### src/memmap_pkg.sv
/*
 Shared constants and carrier types of the address-space decoding block.
 Assumes a single core clock and an 8-bit special-function register bus.
*/
package memmap_pkg;

	// ------------------------------------------------------------------
	// Special-function addresses
	// ------------------------------------------------------------------
	localparam logic [7:0] SFR_POINTER_LOW = 8'h82;
	localparam logic [7:0] SFR_POINTER_HIGH = 8'h83;
	localparam logic [7:0] SFR_POINTER_SELECTOR = 8'h92;
	localparam logic [7:0] SELECTOR_RESET = 8'h00;
	localparam logic [7:0] REGION_SPLIT = 8'h80;

	// ------------------------------------------------------------------
	// Memory sizes and boundaries
	// ------------------------------------------------------------------
	localparam logic [15:0] ONCHIP_CODE_LIMIT = 16'h2000;
	localparam int POINTER_COUNT = 8;
	localparam int SELECT_WIDTH = 3;
	localparam int SFR_REGISTER_COUNT = 81;
	localparam int SFR_BIT_COUNT = 128;
	localparam int RESET_SOURCE_COUNT = 3;

	// ------------------------------------------------------------------
	// Types
	// ------------------------------------------------------------------
	typedef enum logic [1:0] {
		MODE_DIRECT,
		MODE_INDIRECT,
		MODE_STACK
	} access_mode_t;

	typedef enum logic [1:0] {
		REGION_LOWER_RAM,
		REGION_UPPER_RAM,
		REGION_SFR
	} region_t;

	typedef struct packed {
		logic wr;
		logic rd;
		logic [7:0] addr;
		logic [7:0] wdata;
	} sfr_req_t;

	typedef struct packed {
		logic valid;
		logic wide;
		logic use_reg_one;
		logic [7:0] reg_zero;
		logic [7:0] reg_one;
	} xdata_req_t;

endpackage

### src/reset_sync.sv
/*
 Combines the reset request sources and synchronises them to the core clock.
 Assumes each source is a high-active request level.
*/
module reset_sync (
	input wire logic clk,
	input wire logic rstn,
	input wire logic [memmap_pkg::RESET_SOURCE_COUNT-1:0] sources,
	output logic request
);

	logic stage1_r;
	logic stage1_nxt;
	logic stage2_r;
	logic stage2_nxt;

	always_comb begin
		stage1_nxt = |sources; // RULE_03
		stage2_nxt = stage1_r;
	end

	always_ff @(posedge clk) begin
		if (!rstn) begin
			stage1_r <= 1'b1;
			stage2_r <= 1'b1;
		end else begin
			stage1_r <= stage1_nxt;
			stage2_r <= stage2_nxt;
		end
	end

	assign request = stage2_r;

endmodule // reset_sync

### src/memory_map_and_pointer_select.sv
/*
 Address-space decoding: code fetch routing, eight data pointers with
 selector, external data address forming, internal region decode, the
 reset output and the four-bit analog/digital input port.
 Assumes the core issues SFR accesses, fetch addresses and external data
 requests synchronously to clk; pins are synchronous inputs.
*/
// Overview of operation
// RULE_01: Four input-only pins read digitally while also feeding the converter mux.
// RULE_02: Reset output drives low while the synchronized reset request is active.
// RULE_03: Reset request raised by external reset, watchdog or oscillator watchdog.
// RULE_04: Fetches below 2000H use on-chip or external code by access pin.
// RULE_05: Program space spans 64 Kbytes, 8 Kbyte optionally on chip.
// RULE_06: Eight 16-bit data pointers; instructions act on the selected one only.
// RULE_07: Selector register at SFR address 92H chooses the active pointer.
// RULE_08: External data space is 64 Kbytes; 16-bit address from selected pointer.
// RULE_09: 8-bit external data address may come from either indirect register.
// RULE_10: Internal memory: lower 128 banked RAM, upper 128 RAM, 128 SFR bytes.
// RULE_11: Overlapping regions are chosen by addressing mode, not address.
// RULE_12: Stack may sit anywhere in internal data memory.
// RULE_13: All registers but counter and banks live in the 81-entry SFR area.
// RULE_14: SFR area offers 128 directly addressable bits.
// RULE_15: Selected pointer appears as high byte 83H and low byte 82H.
// RULE_16: Selector low three bits index the pointer; reset selects pointer zero.
// RULE_17: Fetches at 2000H and above always go to external code memory.
module memory_map_and_pointer_select (
	input wire logic clk,
	input wire logic rstn,
	input wire memmap_pkg::sfr_req_t sfr_req,
	output logic [7:0] sfr_rdata,
	output logic sfr_hit,
	input wire logic [15:0] fetch_addr,
	input wire logic external_access_select,
	output logic fetch_external,
	input wire memmap_pkg::xdata_req_t xdata_req,
	output logic [15:0] xdata_addr,
	output logic xdata_valid,
	input wire logic [7:0] int_addr,
	input wire memmap_pkg::access_mode_t int_mode,
	output memmap_pkg::region_t int_region,
	input wire logic [3:0] analog_digital_inputs,
	output logic [3:0] port_digital,
	output logic [3:0] analog_mux_upper,
	input wire logic ext_reset_req,
	input wire logic watchdog_req,
	input wire logic osc_watchdog_req,
	output logic reset_out_n
);

	// ------------------------------------------------------------------
	// Pointer storage and selector
	// ------------------------------------------------------------------
	logic [7:0] pointer_selector_r;
	logic [7:0] pointer_selector_nxt;
	logic [15:0] pointer_r [memmap_pkg::POINTER_COUNT];
	logic [15:0] pointer_nxt [memmap_pkg::POINTER_COUNT];
	logic [memmap_pkg::SELECT_WIDTH-1:0] sel;

	assign sel = pointer_selector_r[memmap_pkg::SELECT_WIDTH-1:0]; // RULE_16

	always_comb begin
		pointer_selector_nxt = pointer_selector_r;
		if (sfr_req.wr && sfr_req.addr == memmap_pkg::SFR_POINTER_SELECTOR) begin
			pointer_selector_nxt = sfr_req.wdata; // RULE_07
		end
	end

	genvar gi;
	generate
		for (gi = 0; gi < memmap_pkg::POINTER_COUNT; gi++) begin : g_ptr
			always_comb begin
				pointer_nxt[gi] = pointer_r[gi];
				if (sel == memmap_pkg::SELECT_WIDTH'(gi)) begin // RULE_06
					if (sfr_req.wr &&
						sfr_req.addr == memmap_pkg::SFR_POINTER_LOW) begin
						pointer_nxt[gi][7:0] = sfr_req.wdata; // RULE_15
					end
					if (sfr_req.wr &&
						sfr_req.addr == memmap_pkg::SFR_POINTER_HIGH) begin
						pointer_nxt[gi][15:8] = sfr_req.wdata; // RULE_15
					end
				end
			end

			always_ff @(posedge clk) begin
				if (!rstn) begin
					pointer_r[gi] <= 16'h0000;
				end else begin
					pointer_r[gi] <= pointer_nxt[gi];
				end
			end
		end
	endgenerate

	always_ff @(posedge clk) begin
		if (!rstn) begin
			pointer_selector_r <= memmap_pkg::SELECTOR_RESET; // RULE_16
		end else begin
			pointer_selector_r <= pointer_selector_nxt;
		end
	end

	// ------------------------------------------------------------------
	// SFR read path
	// ------------------------------------------------------------------
	logic [7:0] sfr_rdata_r;
	logic [7:0] sfr_rdata_nxt;
	logic sfr_hit_r;
	logic sfr_hit_nxt;

	// Only this block's three registers answer; the remaining SFR space of
	// 81 registers and 128 bit addresses belongs to other units.
	always_comb begin
		sfr_rdata_nxt = 8'h00;
		sfr_hit_nxt = 1'b0;
		if (sfr_req.rd) begin
			unique case (sfr_req.addr)
				memmap_pkg::SFR_POINTER_LOW: begin
					sfr_rdata_nxt = pointer_r[sel][7:0]; // RULE_15
					sfr_hit_nxt = 1'b1;
				end
				memmap_pkg::SFR_POINTER_HIGH: begin
					sfr_rdata_nxt = pointer_r[sel][15:8]; // RULE_15
					sfr_hit_nxt = 1'b1;
				end
				memmap_pkg::SFR_POINTER_SELECTOR: begin
					sfr_rdata_nxt = pointer_selector_r; // RULE_07
					sfr_hit_nxt = 1'b1;
				end
				default: begin
					sfr_rdata_nxt = 8'h00; // RULE_13 RULE_14
					sfr_hit_nxt = 1'b0;
				end
			endcase
		end
	end

	always_ff @(posedge clk) begin
		if (!rstn) begin
			sfr_rdata_r <= 8'h00;
			sfr_hit_r <= 1'b0;
		end else begin
			sfr_rdata_r <= sfr_rdata_nxt;
			sfr_hit_r <= sfr_hit_nxt;
		end
	end

	assign sfr_rdata = sfr_rdata_r;
	assign sfr_hit = sfr_hit_r;

	// ------------------------------------------------------------------
	// Code fetch routing and external data address
	// ------------------------------------------------------------------
	logic fetch_external_r;
	logic fetch_external_nxt;
	logic [15:0] xdata_addr_r;
	logic [15:0] xdata_addr_nxt;
	logic xdata_valid_r;
	logic xdata_valid_nxt;

	always_comb begin
		// A 16-bit fetch address already bounds the space to 64 Kbytes.
		if (fetch_addr < memmap_pkg::ONCHIP_CODE_LIMIT) begin // RULE_05
			fetch_external_nxt = external_access_select; // RULE_04
		end else begin
			fetch_external_nxt = 1'b1; // RULE_17
		end
		xdata_valid_nxt = xdata_req.valid;
		if (xdata_req.wide) begin
			xdata_addr_nxt = pointer_r[sel]; // RULE_08
		end else if (xdata_req.use_reg_one) begin
			xdata_addr_nxt = {8'h00, xdata_req.reg_one}; // RULE_09
		end else begin
			xdata_addr_nxt = {8'h00, xdata_req.reg_zero}; // RULE_09
		end
	end

	always_ff @(posedge clk) begin
		if (!rstn) begin
			fetch_external_r <= 1'b0;
			xdata_addr_r <= 16'h0000;
			xdata_valid_r <= 1'b0;
		end else begin
			fetch_external_r <= fetch_external_nxt;
			xdata_addr_r <= xdata_addr_nxt;
			xdata_valid_r <= xdata_valid_nxt;
		end
	end

	assign fetch_external = fetch_external_r;
	assign xdata_addr = xdata_addr_r;
	assign xdata_valid = xdata_valid_r;

	// ------------------------------------------------------------------
	// Internal data memory region decode
	// ------------------------------------------------------------------
	memmap_pkg::region_t int_region_r;
	memmap_pkg::region_t int_region_nxt;

	always_comb begin
		if (int_addr < memmap_pkg::REGION_SPLIT) begin
			int_region_nxt = memmap_pkg::REGION_LOWER_RAM; // RULE_10
		end else begin
			unique case (int_mode)
				memmap_pkg::MODE_DIRECT:
					int_region_nxt = memmap_pkg::REGION_SFR; // RULE_11
				memmap_pkg::MODE_INDIRECT:
					int_region_nxt = memmap_pkg::REGION_UPPER_RAM; // RULE_11
				memmap_pkg::MODE_STACK:
					int_region_nxt = memmap_pkg::REGION_UPPER_RAM; // RULE_12
				default:
					int_region_nxt = memmap_pkg::REGION_UPPER_RAM;
			endcase
		end
	end

	always_ff @(posedge clk) begin
		if (!rstn) begin
			int_region_r <= memmap_pkg::REGION_LOWER_RAM;
		end else begin
			int_region_r <= int_region_nxt;
		end
	end

	assign int_region = int_region_r;

	// ------------------------------------------------------------------
	// Input port and reset output
	// ------------------------------------------------------------------
	logic [3:0] port_r;
	logic [3:0] port_nxt;
	logic reset_out_n_r;
	logic reset_out_n_nxt;
	logic reset_request;

	reset_sync u_reset_sync (
		.clk(clk),
		.rstn(rstn),
		.sources({osc_watchdog_req, watchdog_req, ext_reset_req}), // RULE_03
		.request(reset_request)
	);

	always_comb begin
		port_nxt = analog_digital_inputs; // RULE_01
		reset_out_n_nxt = ~reset_request; // RULE_02
	end

	always_ff @(posedge clk) begin
		if (!rstn) begin
			port_r <= 4'h0;
			reset_out_n_r <= 1'b0;
		end else begin
			port_r <= port_nxt;
			reset_out_n_r <= reset_out_n_nxt;
		end
	end

	assign port_digital = port_r;
	assign analog_mux_upper = port_r; // RULE_01
	assign reset_out_n = reset_out_n_r;

endmodule // memory_map_and_pointer_select

### config.mk
export PLATFORM = sky130hd
export DESIGN_NAME = memory_map_and_pointer_select
export DESIGN_NICKNAME = d
export VERILOG_FILES = /design/src/memmap_pkg.sv /design/src/reset_sync.sv /design/src/memory_map_and_pointer_select.sv
export SDC_FILE = /design/constraint.sdc
export NUM_CORES = 1
export LEC_CHECK = 0
export ABC_AREA = 1
export BUFFER_PORTS_ARGS = -buffer_cell sky130_fd_sc_hd__buf_2
export CAP_MARGIN = 20
export CORE_ASPECT_RATIO = 0.9
export CORE_MARGIN = 2
export CORE_UTILIZATION = 55
export CTS_BUF_LIST = sky130_fd_sc_hd__clkbuf_8 sky130_fd_sc_hd__clkbuf_16
export CTS_CLUSTER_SIZE = 14
export DETAILED_ROUTE_END_ITERATION = 10
export GPL_TIMING_DRIVEN = 1
export PLACE_DENSITY = 0.74
export SETUP_SLACK_MARGIN = 0.05
export SYNTH_ARGS = -nofsm -noshare
export SYNTH_HDL_FRONTEND = slang
export SYNTH_HIERARCHICAL = 1
export SYNTH_SLANG_ARGS = --single-unit
### constraint.sdc
create_clock -name clk -period 2.3 [get_ports clk]
set_clock_uncertainty 0.05 [all_clocks]
set_input_delay 0.46 -clock clk [delete_from_list [all_inputs] [get_ports clk]]
set_output_delay 0.46 -clock clk [all_outputs]
set_load 0.005 [all_outputs]
# ---- After elaboration in Yosys (flattened, before gate mapping)
# Memories as Yosys holds them, arrays and structs flattened. A register that Yosys moved wholly into a read port is not among the register bits.
# Cells that the tools add are included.
dict set report op_classes {
  shift 0
  order_cmp 2
  addsub 0
  bitwise_logic 18
  n_reduce_logical 25
  n_eq_ne 42
  multipliers 0
  n_mux 50
  n_div 0
}
# op n
set ops {}
lappend ops {{$mux 8} 33}
lappend ops {{$mux 16} 9}
lappend ops {{$reduce_and 3->1} 16}
lappend ops {{$ne 2x2->1 const B} 16}
lappend ops {{$eq 8x8->1 const B} 3}
lappend ops {{$pmux 8 s3} 1}
lappend ops {{$lt 16x14->1 const B} 1}
lappend ops {{$ne 1x1->1 const B} 16}
lappend ops {{$or 1x1->1} 16}
lappend ops {{$eq 3x3->1 const B} 4}
lappend ops {{$lt 8x8->1 const B} 1}
lappend ops {{$eq 3x2->1 const B} 2}
lappend ops {{$mux 3} 2}
lappend ops {{$reduce_or 3->1} 2}
lappend ops {{$mux 1} 4}
lappend ops {{$eq 3x1->1 const B} 1}
lappend ops {{$logic_and 1x1->1} 3}
lappend ops {{$logic_not 3->1} 1}
lappend ops {{$logic_not 2->1} 1}
lappend ops {{$mux 2} 1}
lappend ops {{$not 1->1} 2}
lappend ops {{$reduce_and 2->1} 1}
lappend ops {{$reduce_or 2->1} 1}
dict set report word_totals {
  elab_cells 149
  reg_bits 44
  memories 1
  latch_bits 0
  mem_bits_rw 128
  romBits 0
  out_inout_bits 38
  inputBits 73
}
# memory words word_bits rd rd_ports_with_merged_regs wr line
set mem_list {}
lappend mem_list {pointer_r 8 16 1 1 8 memory_map_and_pointer_select.sv:55} ;# logic [15:0] pointer_r [memmap_pkg::POINTER_COUNT];

# ---- Depth between registers and ports, before layout
dict set report logic_depth {
  ltp_word 5
  depth_mapped 10
  depth_no_buf 9
}

# ---- By module
# The synthesis kept the hierarchy.
# module instances area_each_um2 cells_each seq_area_each_um2
set by_module_without_submodules {}
lappend by_module_without_submodules {memory_map_and_pointer_select 1 7749.9 889 4744.6}
lappend by_module_without_submodules {reset_sync 1 61.3 7 40.0}

# ---- Least setup slack after synthesis
# OpenSTA, ideal clock, no wires.
dict set report synth_timing {
  path_kind {input port to flip-flop}
  start {input sfr_req[14] (netlist bit)}
  end {memory pointer_r[5][0] (enable)}
  slack_ns 0.374
  stages 7
  n_path_buf 0
  t_required_ns 1.921
  setup_time_ns 0.329
  arrival_time_ns 1.547
  path_cell_list {inv_1 > nand2_2 > nor2_2 > inv_1 > nor3_4 > nand2_2 > nand2_1}
}
# item line
set synth_lines {}
lappend synth_lines {{from (decl)} memory_map_and_pointer_select.sv:29} ;# input wire memmap_pkg::sfr_req_t sfr_req,
lappend synth_lines {{to (decl)} memory_map_and_pointer_select.sv:55}

==> flow_summary.json <==
{
  "route.vias.total": 6257,
  "numPortBuffers": 90,
  "cts.clk_slew.worst_paths_ps": 60,
  "die_area_sq_um": 15200,
  "numCtsBuffers": 17,
  "cp.arrival_ps": 2280,
  "netlist.top_cell.by_area": "edfxtp_1",
  "postRouteAntennaNets": 0,
  "first_global_vias": 5652,
  "met2_wirelength_mm": 9.01,
  "report.final.hold_viol_count": 0,
  "die_height_microns": 117,
  "highest-signal-layer": "met4",
  "final.min_clock_period_ps": 1960,
  "post_synth_instance_area_sq_um": 7810,
  "drt-total-wl_mm": 19.7,
  "critical_path_maximum_fanout": 32,
  "maxCapViolCount": 0,
  "avgViaCountPerCell": 5.22,
  "finalNetCount": 1066,
  "routed-wl-met3_mm": 1.83,
  "synth_seq_cells": 175,
  "worst_pin_slew_ps": 1030,
  "grt_use_total_pct": 27.0,
  "clock_latency_ps": 430,
  "grt_antenna_before_repair": 0,
  "classification_of_the_worst_slack_hold_path": "input port to register",
  "yosys_warnings": 6,
  "clock_tree.htree_level_count": 4,
  "numClockSinks": 175,
  "synth_top_area_share_pct": 49.2,
  "slew_violations": 0,
  "post_cts.resized_instances": 0,
  "die_x_microns": 130,
  "drt-met1-wl_mm": 8.45,
  "placeableCoreArea_sq_um": 14000,
  "timing.final.crit_share_pct": 85.3,
  "grt_setup_unrepaired": "false",
  "synth_flop_cell": "edfxtp_1",
  "postCtsSetupBuffers": 0,
  "grt_remaining_overflow": 0,
  "hpwl_mm": 13.1,
  "num_rows": 41,
  "synth_seq_area_share_pct": 61.3,
  "finalSetupTns_ps": 0,
  "gp_routability_congestion": 0.903,
  "worst_ir_drop_vdd_mv": 0.460,
  "final_setup_violating_endpoints": 0,
  "wl_per_cell_microns": 16.4,
  "total_of_hold_buffers_inserted_after_clock_tree_synthesis": 0,
  "synth_enable_flop_cells": 128,
  "area_delta_synth_final_pct": 17.7,
  "initial_utilization_pct": 56.0,
  "final_layout_size_suffix_gt1_share_pct": 17.7,
  "synth.net_count": 969,
  "synthArstFlopShare_pct": 0,
  "first_pass_grt_wire_length_mm": 30.1,
  "fmax_mhz": 510,
  "status": "finished, final reports clean",
  "io_pins": 111,
  "cts_root_buf": "clkbuf_16",
  "final_core_util_pct": 65.9,
  "synth.avg_cell_area_sq_um": 8.72,
  "critPathLaunchType": "register",
  "cts_max_path_buffers": 2,
  "timing.critical_path.required_ps": 2620,
  "worstSetupEndpointType": "register",
  "grt_start_max_net_pins": 41,
  "detail_route.iter0.violations": 822,
  "clock_tree_from_tritoncts": "done",
  "synthTopCellsByArea": "edfxtp_1 (49%), nand2_1 (12%), dfxtp_1 (12%)",
  "timing_worst_setup_path_type": "register to register",
  "instance_count_of_the_mapped_netlist": 896,
  "drcViolationCount": 0,
  "max-slew-margin-rel_pct": 31.4,
  "power_density_relative_to_cell_area_nw_per_um2": 741,
  "drtPass1Iterations": 5,
  "fillerInstances": 1141,
  "static_leak_nw": 4.31,
  "antennaDiodeCount": 0,
  "synth.lib_cells_used.distinct": 24
}
## layout make-up
type / instances / area (sq um) / area share (%)
Timing Repair Buffer: 121 / 708 / 7.70
Multi-Input combinational cell: 569 / 2420 / 26.3
Tap cell: 193 / 241 / 2.63
Inverter: 109 / 409 / 4.45
Clock buffer: 23 / 553 / 6.02
Sequential cell: 175 / 4790 / 52.1
Clock inverter: 9 / 75.1 / 0.817
## worst max-delay path: stages (launching register included)
cell	delay, ps
dfxtp_1	310
inv_1	740
nand3_1	210
nand3_1	210
nand3_1	110
nand3_1	140
nand2_1	70
inv_1	60
## metrics by stage
| step | hold slack [ps] | total power [mW] | area [sq um] | worst slack (ps) | instances |
|---|---|---|---|---|---|
| after global placement | 323 | 3.90 | 8570 | 222 | 1167 |
| after detailed placement | 335 | 3.91 | 8570 | 172 | 1167 |
| final | 156 | 6.82 | 9190 | 339 | 1199 |
| after CTS | 145 | 6.84 | 9190 | 434 | 1199 |
| after global routing | 152 | 7.02 | 9190 | 194 | 1199 |
| after floorplan | 318 | 3.75 | 7810 | 374 | 896 |
## path summary, 6_finish.rpt
kind,startpoint,endpoint,slack [ps],cells after the start
worst min-delay path,int_mode[0],int_region[1],160,2
worst min register to register,u_reset_sync/request,reset_out_n,340,1
worst max-delay path,register,sfr_rdata[2],340,7
worst max register to register,register,sfr_rdata[2],340,7
## placed cells by master (no fill, tap or decap), drive strengths merged
master  synthesis  layout
nand2         269     269
nor2          170     170
edfxtp        128     128
buf            18     121
inv           109     111
nand3          97      97
dfxtp          47      47
clkbuf         25      23
a21oi           9       9
o21ai           8       8
o32ai           8       8
clkinv          0       6
nor3            5       5
or2             2       2
nor4            1       1
bufinv          0       1
## Yosys cell counts, types with 2 or more instances
master	n
inv_1	107
a21oi_1	9
buf_2	10
buf_4	4
nand2_2	17
nand3_1	96
o21ai_0	8
nor3_4	3
nand2_1	252
dfxtp_1	47
clkbuf_1	25
nor2_1	169
edfxtp_1	128
o32ai_1	8
inv_2	2
buf_1	3
## power breakdown
group	leakage, nW	switching (mW)	internal, mW
combinational	2.28	0.236	0.109
sequential	1.71	0.0276	3.47
clock	0.322	1.17	1.80
total	4.30	1.44	5.38
## flip-flops by register name, summed over array words and instances, names as in the netlist, named ones only
register and count:
fetch_external 1, u_reset_sync/stage1_r 1, u_reset_sync/request 1, pointer_selector_r 8, sfr_hit 1, pointer_r 128
analog_mux_upper 4, int_region 2, sfr_rdata 8, xdata_addr 16, reset_out_n 1, xdata_valid 1
## cells by family (layout without fill, tap and decap cells)
group,count (synthesis),in the layout,synth area share (%)
flip-flops,175,175,61.3
AND/OR/NAND/NOR,544,544,29.0
buffers and inverters,152,262,7.75
AO/OA/AOI/OAI,25,25,1.99
## layer usage
| metal | vias to the layer above | track usage (%) |
|---|---|---|
| met3 | 33 | 7.23 |
| met5 | - | 0 |
| met1 | 2909 | 37.4 |
| met4 | 0 | 8.17 |
| li1 | 3029 | - |
| met2 | 286 | 42.1 |
No activity file was read; power rests on OpenSTA's default activity.
